===== src/ism_pkg.sv =====
package ism_pkg;
  // Request direction, parameter limits and answer codes
  localparam logic [7:0] DIR_WRITE  = 8'h00;
  localparam logic [7:0] DIR_READ   = 8'h01;
  localparam logic [7:0] ADDR_MAX   = 8'h7f;
  localparam logic [7:0] LEN_MIN    = 8'h01;
  localparam logic [1:0] RES_RDY    = 2'h0;
  localparam logic [1:0] RES_BUSY   = 2'h1;
  localparam logic [1:0] RES_PARERR = 2'h2;
  // Status byte bit positions
  localparam int ST_INPROG = 0;
  localparam int ST_PARERR = 1;
  localparam int ST_NACK   = 2;
  localparam int ST_ADDR   = 3;
  // Engine commands
  localparam logic [1:0] CMD_START = 2'h1;
  localparam logic [1:0] CMD_BYTE  = 2'h2;
  localparam logic [1:0] CMD_STOP  = 2'h3;
  // Timing
  localparam int CLK_KHZ       = 100000;
  localparam int BIT_RATE_KBPS = 378;
  localparam int QTR_CYC       = CLK_KHZ / (BIT_RATE_KBPS * 4);
  localparam int LAST_BIT      = 8;
  typedef enum logic [2:0] {
    S_IDLE  = 3'b000,
    S_START = 3'b001,
    S_ADDR  = 3'b011,
    S_DATA  = 3'b010,
    S_STOP  = 3'b110
  } ism_state_t;
  typedef enum logic [1:0] {
    E_IDLE  = 2'b00,
    E_START = 2'b01,
    E_BYTE  = 2'b11,
    E_STOP  = 2'b10
  } ism_eng_t;
endpackage


===== src/ism_bit_if.sv =====
`timescale 1ns/1ps
interface ism_bit_if;
  logic       cmd_valid;
  logic [1:0] cmd;
  logic [7:0] tx_byte;
  logic       ack_out;
  logic       done;
  logic [7:0] rx_byte;
  logic       nack_in;
  logic       scl_s;
  logic       sda_s;
  logic       scl_lo;
  logic       sda_lo;
  modport seq (output cmd_valid, cmd, tx_byte, ack_out, scl_s, sda_s,
               input done, rx_byte, nack_in, scl_lo, sda_lo);
  modport eng (input cmd_valid, cmd, tx_byte, ack_out, scl_s, sda_s,
               output done, rx_byte, nack_in, scl_lo, sda_lo);
endinterface


===== src/ism_sequencer.sv =====
`timescale 1ns/1ps
// Operation
// - New request clears flags, then checks parameters
// - Bad parameter: set error, answer, no bus
// - Occupied bus: answer busy, no start
// - Free bus: ready, in-progress, send start
// - One event for start done, stop seen
// - After start, enable byte events, send address
// - Address byte is address then direction bit
// - Status: progress, param, nack, address bits
// - Byte done at ninth clock falling edge
// - Address nack sets mismatch flag, ends transfer
// - Read: ack earlier bytes, nack final byte
// - Stop seen restores setup, clears in-progress
module ism_sequencer #(
  parameter int QTR_CYC = ism_pkg::QTR_CYC
) (
  // Clock and reset
  input  wire logic       clk_sys,
  input  wire logic       rst,
  // Request and answer
  input  wire logic       req_valid,
  input  wire logic [7:0] req_addr,
  input  wire logic [7:0] req_dir,
  input  wire logic [7:0] req_len,
  output logic            resp_valid,
  output logic [1:0]      resp_code,
  // Data stream
  input  wire logic [7:0] tx_data,
  output logic            tx_take,
  output logic [7:0]      rx_data,
  output logic            rx_valid,
  // Status and events
  output logic [7:0]      status,
  output logic            start_stop_evt,
  output logic            byte_done_evt,
  // Open-drain bus pins
  input  wire logic       bus_clock_pin_i,
  output logic            bus_clock_pin_o,
  output logic            bus_clock_pin_oe,
  input  wire logic       bus_data_pin_i,
  output logic            bus_data_pin_o,
  output logic            bus_data_pin_oe
);
  ism_bit_if bif ();

  ism_pkg::ism_state_t st_q, st_d;
  logic [1:0] scl_m_q, sda_m_q;
  logic       scl_p_q, sda_p_q;
  logic       busy_q, busy_d;
  logic       inprog_q, inprog_d, parerr_q, parerr_d;
  logic       nackerr_q, nackerr_d, addrerr_q, addrerr_d;
  logic       byte_en_q, byte_en_d, write_q, write_d;
  logic [7:0] cnt_q, cnt_d, rxd_q, rxd_d;
  logic       rxv_q, rxv_d, take_q, take_d, rv_q, rv_d, sse_q, sse_d;
  logic       bde_q, bde_d;
  logic [1:0] rc_q, rc_d;
  logic       cv_q, cv_d, ack_q, ack_d;
  logic [1:0] cmd_q, cmd_d;
  logic [7:0] txb_q, txb_d;
  logic       par_ok, stop_seen, start_seen;

  // Pins pass two flops before anything reads them
  always_ff @(posedge clk_sys)
  begin
    if (rst)
    begin
      scl_m_q <= 2'b11; sda_m_q <= 2'b11; scl_p_q <= 1'b1; sda_p_q <= 1'b1;
    end
    else
    begin
      scl_m_q <= {scl_m_q[0], bus_clock_pin_i};
      sda_m_q <= {sda_m_q[0], bus_data_pin_i};
      scl_p_q <= scl_m_q[1];
      sda_p_q <= sda_m_q[1];
    end
  end
  assign bif.scl_s = scl_m_q[1];
  assign bif.sda_s = sda_m_q[1];
  assign stop_seen  = scl_m_q[1] && scl_p_q && sda_m_q[1] && !sda_p_q;
  assign start_seen = scl_m_q[1] && scl_p_q && !sda_m_q[1] && sda_p_q;

  assign par_ok = (req_addr <= ism_pkg::ADDR_MAX) &&
                  (req_dir == ism_pkg::DIR_WRITE ||
                   req_dir == ism_pkg::DIR_READ) &&
                  (req_len >= ism_pkg::LEN_MIN);

  always_comb
  begin
    st_d = st_q; busy_d = busy_q; inprog_d = inprog_q;
    parerr_d = parerr_q; nackerr_d = nackerr_q; addrerr_d = addrerr_q;
    byte_en_d = byte_en_q; write_d = write_q; cnt_d = cnt_q;
    rxd_d = rxd_q; rxv_d = 1'b0; take_d = 1'b0; rv_d = 1'b0;
    rc_d = rc_q; sse_d = 1'b0; bde_d = 1'b0; cv_d = 1'b0;
    cmd_d = cmd_q; ack_d = ack_q; txb_d = txb_q;
    if (start_seen)
      busy_d = 1'b1;
    if (stop_seen)
    begin
      busy_d    = 1'b0;
      sse_d     = 1'b1;
      inprog_d  = 1'b0;
      byte_en_d = 1'b0;
    end
    // Only byte commands count; a stop may end before it is seen on pins
    if (bif.done && byte_en_q &&
        (st_q == ism_pkg::S_ADDR || st_q == ism_pkg::S_DATA))
      bde_d = 1'b1;
    case (st_q)
      ism_pkg::S_IDLE:
        if (req_valid)
        begin
          // Clearing comes first; flags set here win afterwards
          inprog_d = 1'b0; parerr_d = 1'b0;
          nackerr_d = 1'b0; addrerr_d = 1'b0;
          rv_d = 1'b1;
          if (!par_ok)
          begin
            parerr_d = 1'b1;
            rc_d     = ism_pkg::RES_PARERR;
          end
          else if (busy_q)
            rc_d = ism_pkg::RES_BUSY;
          else
          begin
            rc_d     = ism_pkg::RES_RDY;
            inprog_d = 1'b1;
            cv_d     = 1'b1;
            cmd_d    = ism_pkg::CMD_START;
            write_d  = (req_dir == ism_pkg::DIR_WRITE);
            cnt_d    = req_len;
            txb_d    = {req_addr[6:0], req_dir[0]};
            st_d     = ism_pkg::S_START;
          end
        end
      ism_pkg::S_START:
        if (bif.done)
        begin
          sse_d     = 1'b1;
          byte_en_d = 1'b1;
          cv_d      = 1'b1;
          cmd_d     = ism_pkg::CMD_BYTE;
          ack_d     = 1'b1;
          st_d      = ism_pkg::S_ADDR;
        end
      ism_pkg::S_ADDR, ism_pkg::S_DATA:
        if (bif.done)
        begin
          cv_d = 1'b1;
          if (st_q == ism_pkg::S_DATA && !write_q)
          begin
            rxd_d = bif.rx_byte;
            rxv_d = 1'b1;
            cnt_d = cnt_q - 8'h01;
          end
          if (st_q == ism_pkg::S_DATA && write_q && !bif.nack_in)
            cnt_d = cnt_q - 8'h01;
          if (st_q == ism_pkg::S_ADDR && bif.nack_in)
          begin
            addrerr_d = 1'b1;
            cmd_d     = ism_pkg::CMD_STOP;
            st_d      = ism_pkg::S_STOP;
          end
          else if (write_q && st_q == ism_pkg::S_DATA && bif.nack_in)
          begin
            nackerr_d = 1'b1;
            cmd_d     = ism_pkg::CMD_STOP;
            st_d      = ism_pkg::S_STOP;
          end
          else if (st_q == ism_pkg::S_DATA && cnt_q == 8'h01)
          begin
            cmd_d = ism_pkg::CMD_STOP;
            st_d  = ism_pkg::S_STOP;
          end
          else
          begin
            cmd_d  = ism_pkg::CMD_BYTE;
            st_d   = ism_pkg::S_DATA;
            take_d = write_q;
            txb_d  = write_q ? tx_data : 8'hff;
            // Master acknowledges all but the final read byte
            ack_d  = write_q ||
                     (st_q == ism_pkg::S_ADDR ? cnt_q == 8'h01
                                              : cnt_q == 8'h02);
          end
        end
      ism_pkg::S_STOP:
        if (bif.done)
          st_d = ism_pkg::S_IDLE;
      default: st_d = ism_pkg::S_IDLE;
    endcase
  end

  always_ff @(posedge clk_sys)
  begin
    if (rst)
    begin
      st_q <= ism_pkg::S_IDLE; busy_q <= 1'b0; inprog_q <= 1'b0;
      parerr_q <= 1'b0; nackerr_q <= 1'b0; addrerr_q <= 1'b0;
      byte_en_q <= 1'b0; write_q <= 1'b0; cnt_q <= 8'h00;
      rxd_q <= 8'h00; rxv_q <= 1'b0; take_q <= 1'b0; rv_q <= 1'b0;
      rc_q <= ism_pkg::RES_RDY; sse_q <= 1'b0; bde_q <= 1'b0;
      cv_q <= 1'b0; cmd_q <= 2'h0; ack_q <= 1'b1; txb_q <= 8'h00;
    end
    else
    begin
      st_q <= st_d; busy_q <= busy_d; inprog_q <= inprog_d;
      parerr_q <= parerr_d; nackerr_q <= nackerr_d;
      addrerr_q <= addrerr_d; byte_en_q <= byte_en_d;
      write_q <= write_d; cnt_q <= cnt_d; rxd_q <= rxd_d;
      rxv_q <= rxv_d; take_q <= take_d; rv_q <= rv_d; rc_q <= rc_d;
      sse_q <= sse_d; bde_q <= bde_d; cv_q <= cv_d; cmd_q <= cmd_d;
      ack_q <= ack_d; txb_q <= txb_d;
    end
  end

  assign bif.cmd_valid = cv_q;
  assign bif.cmd       = cmd_q;
  assign bif.tx_byte   = txb_q;
  assign bif.ack_out   = ack_q;

  ism_bit_engine #(
    .QTR_CYC (QTR_CYC)
  ) u_engine (
    .clk_sys (clk_sys),
    .rst     (rst),
    .bus     (bif)
  );

  assign status = {4'h0, addrerr_q, nackerr_q, parerr_q, inprog_q};
  assign resp_valid       = rv_q;
  assign resp_code        = rc_q;
  assign tx_take          = take_q;
  assign rx_data          = rxd_q;
  assign rx_valid         = rxv_q;
  assign start_stop_evt   = sse_q;
  assign byte_done_evt    = bde_q;
  assign bus_clock_pin_o  = 1'b0;
  assign bus_clock_pin_oe = bif.scl_lo;
  assign bus_data_pin_o   = 1'b0;
  assign bus_data_pin_oe  = bif.sda_lo;

  clear_flags_a: assert property (@(posedge clk_sys) disable iff (rst)
    st_q == ism_pkg::S_IDLE && req_valid && par_ok
    |=> !status[ism_pkg::ST_NACK] && !status[ism_pkg::ST_ADDR])
    else $error("Flags not cleared on new request");
  par_error_a: assert property (@(posedge clk_sys) disable iff (rst)
    st_q == ism_pkg::S_IDLE && req_valid && req_addr > 8'h7f
    |=> status[ism_pkg::ST_PARERR] && resp_valid &&
        resp_code == ism_pkg::RES_PARERR && !cv_q)
    else $error("Parameter error not reported");
  busy_reply_a: assert property (@(posedge clk_sys) disable iff (rst)
    st_q == ism_pkg::S_IDLE && req_valid && par_ok && busy_q
    |=> resp_code == ism_pkg::RES_BUSY && st_q == ism_pkg::S_IDLE)
    else $error("Busy bus not refused");
  ready_start_a: assert property (@(posedge clk_sys) disable iff (rst)
    st_q == ism_pkg::S_IDLE && req_valid && par_ok && !busy_q
    |=> status[ism_pkg::ST_INPROG] && cv_q && cmd_q == ism_pkg::CMD_START)
    else $error("Accepted request did not start");
  start_event_a: assert property (@(posedge clk_sys) disable iff (rst)
    st_q == ism_pkg::S_START && bif.done |=> start_stop_evt ##1 byte_en_q)
    else $error("Start done event missing");
  addr_byte_a: assert property (@(posedge clk_sys) disable iff (rst)
    st_q == ism_pkg::S_ADDR && $past(st_q) == ism_pkg::S_START
    |-> txb_q[0] == !write_q && cmd_q == ism_pkg::CMD_BYTE)
    else $error("Address byte wrongly formed");
  addr_nack_a: assert property (@(posedge clk_sys) disable iff (rst)
    st_q == ism_pkg::S_ADDR && bif.done && bif.nack_in
    |=> status[ism_pkg::ST_ADDR] && cmd_q == ism_pkg::CMD_STOP)
    else $error("Address nack not handled");
  read_ack_a: assert property (@(posedge clk_sys) disable iff (rst)
    cv_q && cmd_q == ism_pkg::CMD_BYTE && !write_q &&
    st_q == ism_pkg::S_DATA |-> ack_q == (cnt_q == 8'h01))
    else $error("Read acknowledge wrong");
  stop_clear_a: assert property (@(posedge clk_sys) disable iff (rst)
    stop_seen |=> !status[ism_pkg::ST_INPROG] && !byte_en_q && start_stop_evt)
    else $error("Stop did not clear progress");
endmodule


===== src/ism_bit_engine.sv =====
`timescale 1ns/1ps
module ism_bit_engine #(
  parameter int QTR_CYC = ism_pkg::QTR_CYC
) (
  input wire logic clk_sys,
  input wire logic rst,
  ism_bit_if.eng   bus
);
  ism_pkg::ism_eng_t st_q, st_d;
  logic [7:0] cnt_q, cnt_d;
  logic [1:0] ph_q, ph_d;
  logic [3:0] bit_q, bit_d;
  logic [8:0] sh_q, sh_d;
  logic [7:0] rx_q, rx_d;
  logic       nack_q, nack_d, done_q, done_d;
  logic       scl_lo_q, scl_lo_d, sda_lo_q, sda_lo_d;
  logic       tick, last_ph;

  assign tick    = (cnt_q == 8'(QTR_CYC - 1));
  assign last_ph = (st_q == ism_pkg::E_BYTE) ? (ph_q == 2'h3)
                                             : (ph_q == 2'h2);

  always_comb
  begin
    st_d = st_q; cnt_d = cnt_q; ph_d = ph_q; bit_d = bit_q;
    sh_d = sh_q; rx_d = rx_q; nack_d = nack_q; done_d = 1'b0;
    scl_lo_d = scl_lo_q; sda_lo_d = sda_lo_q;
    if (st_q == ism_pkg::E_IDLE)
    begin
      if (bus.cmd_valid)
      begin
        cnt_d = 8'h00; ph_d = 2'h0; bit_d = 4'h0;
        sh_d  = {bus.tx_byte, bus.ack_out};
        case (bus.cmd)
          ism_pkg::CMD_START: st_d = ism_pkg::E_START;
          ism_pkg::CMD_BYTE:  st_d = ism_pkg::E_BYTE;
          ism_pkg::CMD_STOP:  st_d = ism_pkg::E_STOP;
          default:            st_d = ism_pkg::E_IDLE;
        endcase
      end
    end
    // Slave stretching holds the high phase until the clock is seen high;
    // the release still goes out, or the wait would never end
    else if (st_q == ism_pkg::E_BYTE && ph_q == 2'h1 && !bus.scl_s)
      scl_lo_d = 1'b0;
    else
    begin
      cnt_d = tick ? 8'h00 : cnt_q + 8'h01;
      if (tick)
        ph_d = last_ph ? 2'h0 : ph_q + 2'h1;
      case (st_q)
        ism_pkg::E_START:
        begin
          scl_lo_d = (ph_q == 2'h2);
          sda_lo_d = (ph_q != 2'h0);
        end
        ism_pkg::E_STOP:
        begin
          scl_lo_d = (ph_q == 2'h0);
          sda_lo_d = (ph_q != 2'h2);
        end
        ism_pkg::E_BYTE:
        begin
          scl_lo_d = (ph_q == 2'h0) || (ph_q == 2'h3);
          sda_lo_d = ~sh_q[8];
          if (tick && ph_q == 2'h2)
          begin
            if (bit_q == 4'(ism_pkg::LAST_BIT))
              nack_d = bus.sda_s;
            else
              rx_d = {rx_q[6:0], bus.sda_s};
          end
          if (tick && ph_q == 2'h3)
          begin
            sh_d  = {sh_q[7:0], 1'b1};
            bit_d = bit_q + 4'h1;
          end
        end
        default: st_d = ism_pkg::E_IDLE;
      endcase
      // Byte ends at the falling edge of the ninth clock
      if (tick && last_ph &&
          (st_q != ism_pkg::E_BYTE ||
           bit_q == 4'(ism_pkg::LAST_BIT)))
      begin
        st_d   = ism_pkg::E_IDLE;
        done_d = 1'b1;
      end
    end
  end

  always_ff @(posedge clk_sys)
  begin
    if (rst)
    begin
      st_q <= ism_pkg::E_IDLE; cnt_q <= 8'h00; ph_q <= 2'h0;
      bit_q <= 4'h0; sh_q <= 9'h1ff; rx_q <= 8'h00; nack_q <= 1'b0;
      done_q <= 1'b0; scl_lo_q <= 1'b0; sda_lo_q <= 1'b0;
    end
    else
    begin
      st_q <= st_d; cnt_q <= cnt_d; ph_q <= ph_d; bit_q <= bit_d;
      sh_q <= sh_d; rx_q <= rx_d; nack_q <= nack_d; done_q <= done_d;
      scl_lo_q <= scl_lo_d; sda_lo_q <= sda_lo_d;
    end
  end

  assign bus.done    = done_q;
  assign bus.rx_byte = rx_q;
  assign bus.nack_in = nack_q;
  assign bus.scl_lo  = scl_lo_q;
  assign bus.sda_lo  = sda_lo_q;

  done_scl_low_a: assert property (@(posedge clk_sys) disable iff (rst)
    done_q && $past(st_q) != ism_pkg::E_STOP |-> scl_lo_q)
    else $error("Byte done without clock held low");
endmodule


===== config.mk =====
export PLATFORM = sky130hd
export DESIGN_NAME = ism_sequencer
export DESIGN_NICKNAME = d
export VERILOG_FILES = /design/src/ism_pkg.sv /design/src/ism_bit_if.sv /design/src/ism_sequencer.sv /design/src/ism_bit_engine.sv
export SDC_FILE = /design/constraint.sdc
export NUM_CORES = 1
export LEC_CHECK = 0
export ABC_AREA = 1
export BUFFER_PORTS_ARGS = -buffer_cell sky130_fd_sc_hd__buf_4
export CAP_MARGIN = 10
export CORE_UTILIZATION = 52
export CTS_CLUSTER_DIAMETER = 150
export CTS_CLUSTER_SIZE = 12
export DETAILED_ROUTE_END_ITERATION = 10
export PLACE_DENSITY = 0.8
export SYNTH_ARGS = -nofsm -noshare
export SYNTH_HDL_FRONTEND = slang
export SYNTH_SLANG_ARGS = --single-unit

===== constraint.sdc =====
create_clock -name clk_sys -period 4.67 [get_ports clk_sys]
set_clock_uncertainty 0.15 [all_clocks]
set_input_delay 0 -clock clk_sys [delete_from_list [all_inputs] [get_ports clk_sys]]
set_output_delay 0 -clock clk_sys [all_outputs]
set_load 0.005 [all_outputs]

# Yosys cells after proc, flatten, opt, wreduce, memory -nomap -nowiden
# Cells that the tools add are included.
totals:
  reg_bits: 88
  input_bits: 37
  out_inout_bits: 27
  word_cells: 253
classes:
  n_addsub: 4
  magnitude_cmp: 2
  eq_ne: 35
  n_mux: 100
  n_bitwise: 8
  reduce_logical: 70
op_table:
  columns: ["operator", "n"]
  rows:
  - ["8-bit 2-to-1 mux", 18]
  - ["9-bit 2-to-1 mux", 5]
  - ["1-bit 2-to-1 mux", 36]
  - ["2-bit 2-to-1 mux", 16]
  - ["8-bit case mux with 2 select lines", 2]
  - ["3-bit 2-to-1 mux", 9]
  - ["6-bit AND reduction", 4]
  - ["2-bit != test (second input constant)", 11]
  - ["1-bit logical AND", 21]
  - ["4-bit 2-to-1 mux", 5]
  - ["8-bit by 1-bit == test with 1-bit output (second input constant)", 2]
  - ["5-bit AND reduction", 3]
  - ["2-bit == test (second input constant)", 6]
  - ["2-bit case mux with 3 select lines", 2]
  - ["3-bit case mux with 4 select lines", 1]
  - ["3-bit AND reduction", 4]
  - ["4-bit AND reduction", 3]
  - ["2-bit nonzero test", 6]
  - ["3-bit OR reduction", 4]
  - ["8-bit by 1-bit adder with 8-bit output (second input constant)", 1]
  - ["8-bit by 2-bit == test with 1-bit output (second input constant)", 1]
  - ["8-bit by 7-bit == test with 1-bit output (second input constant)", 1]
  - ["8-bit by 1-bit >= comparator with 1-bit output (second input constant)", 1]
  - ["8-bit by 7-bit less-or-equal comparator with 1-bit output (second input constant)", 1]
  - ["other kinds (25)", 56]

# Depth between registers and ports, before layout
logic_depth:
  depth_word: 8
  ltp_mapped: 11
  ltp_nobuf: 10

# Hierarchy
# A second synthesis with hierarchy kept.
unflattened:
  cells_unflattened: 684
  hier_area_um2: 4655.7
modules_own_cells:
  columns: ["mod", "instances", "cells_each", "area_per_inst_um2", "seq_area_each_um2"]
  rows:
  - ["ism_sequencer", 1, 396, 2622.5, 1001.0]
  - ["ism_bit_engine", 1, 288, 2033.2, 740.7]

# Worst setup path before layout
# No wires, ideal clock.
synth_timing:
  path_type: "register -> register"
  start: "reg u_engine.ph_q[1]"
  end: "reg u_engine.rx_q[7] (netlist: u_engine.bus.rx_byte[7])"
  setup_time_ns: 0.116
  t_arrival_ns: 1.397
  required_time_ns: 4.404
  path_slack_ns: 3.007
  stages_incl_launch_ff: 11
  path_buffers: 0
  period_less_slack_ns: 1.663
  cell_sequence: "dfxtp_1 -> inv_1 -> ha_1 -> nand2_1 -> nor2_1 -> nor2_1 -> nand2_2 -> nor3_4 -> inv_1 -> nor2_1 -> nor2_1"
synth_between:
  elab_chain_len: 5
  word_cells_on_any_way: 7
  cone_classes: "2 x eq/ne; 1 x bitwise; 4 x reduce/logical"
synth_lines:
  columns: ["element", "line_no", "text"]
  rows:
  - ["start, declared", "ism_bit_engine.sv:11", "logic [1:0] ph_q, ph_d;"]
  - ["start signal, assigned", "ism_bit_engine.sv:102", "st_q <= st_d; cnt_q <= cnt_d; ph_q <= ph_d; bit_q <= bit_d;"]
  - ["2-bit by 1-bit == test with 1-bit output", "ism_bit_engine.sv:44", "else if (st_q == ism_pkg::E_BYTE && ph_q == 2'h1 && !bus.scl_s)"]
  - ["1-bit logical AND (2 in a row)", "ism_bit_engine.sv:44", null]
  - ["1-bit inverter (no source line)", null, null]
  - ["5-bit AND reduction (no source line) *", null, null]
  - ["end signal, assigned", "ism_bit_engine.sv:97", "bit_q <= 4'h0; sh_q <= 9'h1ff; rx_q <= 8'h00; nack_q <= 1'b0;"]
  - ["end signal, assigned", "ism_bit_engine.sv:103", "sh_q <= sh_d; rx_q <= rx_d; nack_q <= nack_d; done_q <= done_d;"]
  - ["end, declared", "ism_bit_engine.sv:14", "logic [7:0] rx_q, rx_d;"]
# Every way passes the cells marked *; elsewhere a longest branch is shown, timed or not.
# A chain may end at the register's enable or synchronous reset.

# Worst setup path after layout
layout_timing:
  start: "reg st_q[1]"
  end: "reg txb_q[2] (netlist: bif.tx_byte[2])"
layout_between:
  elab_chain_len: 5
  word_cells_on_any_way: 18
  cone_classes: "9 x eq/ne; 1 x mux; 8 x reduce/logical"
layout_lines:
  columns: ["element", "line_no", "text"]
  rows:
  - ["start, declared", "ism_sequencer.sv:47", "ism_pkg::ism_state_t st_q, st_d;"]
  - ["start signal, assigned", "ism_sequencer.sv:207", "st_q <= st_d; busy_q <= busy_d; inprog_q <= inprog_d;"]
  - ["3-bit by 2-bit == test with 1-bit output", "ism_sequencer.sv:109, ism_sequencer.sv:164, ism_sequencer.sv:170", null]
  - ["1-bit logical AND (2 in a row)", "ism_sequencer.sv:164", "else if (write_q && st_q == ism_pkg::S_DATA && bif.nack_in)"]
  - ["2-bit != test (no source line)", null, null]
  - ["8-bit AND reduction (no source line)", null, null]
  - ["end signal, assigned", "ism_sequencer.sv:213", "ack_q <= ack_d; txb_q <= txb_d;"]
  - ["end, declared", "ism_sequencer.sv:60", "logic [7:0] txb_q, txb_d;"]
# Several ways; a longest one is shown, not always the timed one.

==> metrics <==
status finished clean; vias in the first global route 4,007; storage element area 1740 um^2; Row Count 33; Port Buffers 57; Avg Cell Area, Syn 7.06 um^2; Routed Antenna Nets 0; Wirelength per Cell 12.4 um; root buf cell clkbuf_8; die span in y 95.0 um; grt ovf 0; cells along the critical path nand2_2 > inv_1 > nand2_1 > o21ai_0 > dlygate4sd3_1 > nand3_1 > nand2_1 > nor2_1; worst hold path depth 7; clock-pin transition on the worst setup and hold timing paths 90 ps; H-Tree Level Count 3; top-area cell type share of the netlist area 0.387; multi-input logic area 2320 um^2; Area growth syn-to-layout 20.2%; relative max-transition margin 0.501; number of synthesized register bits 87; Die Wd 95.0 um; drt pass-1 iters 4; dominant cell type by area after synthesis dfxtp_1; reg-to-reg startpoint st_q[1]$_SDFFE_PP0P_; power share of the combinational group 0.390; maxcap violations 0; post-cts resize count 0; Worst R2R Path Depth 8; Max Freq 382 MHz; Period Utilization, post-route 0.560; arrival time at the worst endpoint 2720 ps; Clock Power Share 0.219; filler cell count 702; total track usage 0.240; die area 9030 um^2; Yosys Warn Count 0; power per cell area 427 nW/um^2; initial detailed-routing violation count 179; Post-Syn Area 4500 um^2; worst-margin pin slew 748 ps; ranking of synthesized cells by area dfxtp_1, nand2_1, nor2_1; Levels on crit path 8; post-placement cell area 4880 um^2; WP buf/inv 2; Final Slew Violations 0; switching power 0.000912 W; count of final hold-check violations 0; CP peak stage delay 600 ps; CTS tree done; Num CTS Buffers 9; Setup Total Neg Slack 0 ps; CTS Sinks 87; crit path capture type register; hpwl dp 7070 um; RePlAce Congestion 0.827; Synth cell types 35; first-pass GRT wire length 17,100 um; Mapped Cells 638; share of post-route cells with drive strength above 1 0.154; hold slack 18.4 ps; unrepaired setup endpoints after global routing no; starting density of the core 0.542; core box area 8300 um^2; register area share after synthesis 0.387; family with the most delay on the worst path buffers and inverters; Peak supply drop 0.000196 V; WS Path Type register to register; postcts setup bufs 0; Sw Share 0.395; HP Start tx_data[4]; required time worst endpoint 4770 ps; clock latency on the worst-skew pair 370 ps; pin count of the biggest net entering global routing 41; # DRC 0; Period minus WS final 2620 ps; cell mode on critical path nand2_1; Seq pwr share 0.391; endpoints failing setup 0; IO Pins 64; maximum clock insertion buffer count 2; Final Net Count 769; Crit-path slowest cell inv_1; Antenna diodes 0; DR vias/cell 5.12; worst hold path type input port to register; cell area after layout 5410 um^2; total number of vias 4,219; Lkg Pwr 2.54 nW; crit path from st_q[1]$_SDFFE_PP0P_; DRT Wirelength 10,200 um; internal power 0.00140 W; critical path fanouts, max 30; Worst Setup Start Kind register; initial antenna violation count 0
[path summary, 6_finish.rpt]
check,end,slack (ps)
setup reg to reg,bif.tx_byte[2]$_SDFFE_PP0P_,2050
setup / recovery,bif.tx_byte[2]$_SDFFE_PP0P_,2050
hold reg to reg,sda_m_q[1]$_SDFF_PP1_,260
hold / removal,bif.tx_byte[4]$_SDFFE_PP0P_,20
[layout by cell type, fill, tap and decap left out, types with 13 or more instances in the layout]
cell,instances
nand2_1,117
nor2_1,111
dfxtp_1,87
inv_1,63
buf_4,58
o21ai_0,53
nand3_1,42
a21oi_1,37
dlygate4sd3_1,34
ha_1,18
or2_2,13
[stage by stage]
| stage | util | instances | power (W) | worst slack, ps |
|---|---|---|---|---|
| after global placement | 0.588 | 774 | 0.00175 | 2530 |
| after floorplan | - | 643 | 0.00166 | 3010 |
| after CTS | 0.652 | 824 | 0.00232 | 2090 |
| final | 0.652 | 824 | 0.00231 | 2050 |
| after global routing | 0.652 | 824 | 0.00249 | 1780 |
| after detailed placement | 0.588 | 774 | 0.00178 | 2310 |
[registers in the layout, indices dropped and copies added, names as in the netlist, 2 cells and up]
name and cells:
st_q 3, u_engine.ph_q 2, u_engine.sh_q 9, scl_m_q 2
sda_m_q 2, cnt_q 8, u_engine.st_q 2, bif.cmd 2
bif.tx_byte 8, u_engine.cnt_q 8, u_engine.bus.rx_byte 8, u_engine.bit_q 4
rx_data 8
[worst register-to-register path: stages (launching register included)]
cell           delay (ps)
dfxtp_1               570
nand2_2               200
inv_1                 600
nand2_1               110
o21ai_0               100
dlygate4sd3_1         580
nand3_1                80
nand2_1                90
nor2_1                 40
[power by group through the flow]
stage | Clock, W | Combinational, W | Sequential, W
finish | 0.000507 | 0.000902 | 0.000903
global route | 0.000552 | 0.00103 | 0.000913
CTS | 0.000517 | 0.000897 | 0.000903
detailed placement | 0 | 0.000859 | 0.000919
global placement | 0 | 0.000829 | 0.000918
floorplan | 0 | 0.000771 | 0.000890
[logic make-up (layout without fill, tap and decap cells)]
kind of cell,count (synthesis),in the layout,share of synthesized area
other,1,6,0.000833
adders and majority gates,18,18,0.0500
AOI/OAI and AO/OA,107,107,0.130
DFF,87,87,0.387
buffers and inverters,99,175,0.102
xor gates and xnor gates,5,5,0.00973
and+or+nand+nor,321,321,0.321
[final cells by class]
type | count | share of cell area
clock buffers | 11 | 0.0280
clock inverters | 5 | 0.00717
inverters | 67 | 0.0465
multi-input cells | 457 | 0.429
flip-flops and latches | 87 | 0.322
well taps | 105 | 0.0243
repair buffers | 92 | 0.143
[routing by layer]
metal  track usage  routed length [um]
met3        0.0510                 464
met2         0.421                4970
met5             0                   0
met4        0.0783                 116
met1         0.290                4690
[synth_stat cells (all sizes together)]
cell	n
ha	18
nor3	7
o21ai	54
o221ai	1
o22ai	2
inv	67
clkbuf	9
a31oi	4
or3	1
a21oi	37
o211ai	9
xor2	5
nand3b	2
nor3b	1
nand3	45
nor2	115
buf	23
conb	1
nand4	12
nand2	125
dfxtp	87
or2	13
[timing repair]
item | CTS | global route
hold buffers | 34 | 0
endpoints found under the setup margin | 0 | 0
hold endpoints to repair | 44 | 0
Power figures use the tool's default switching activity.
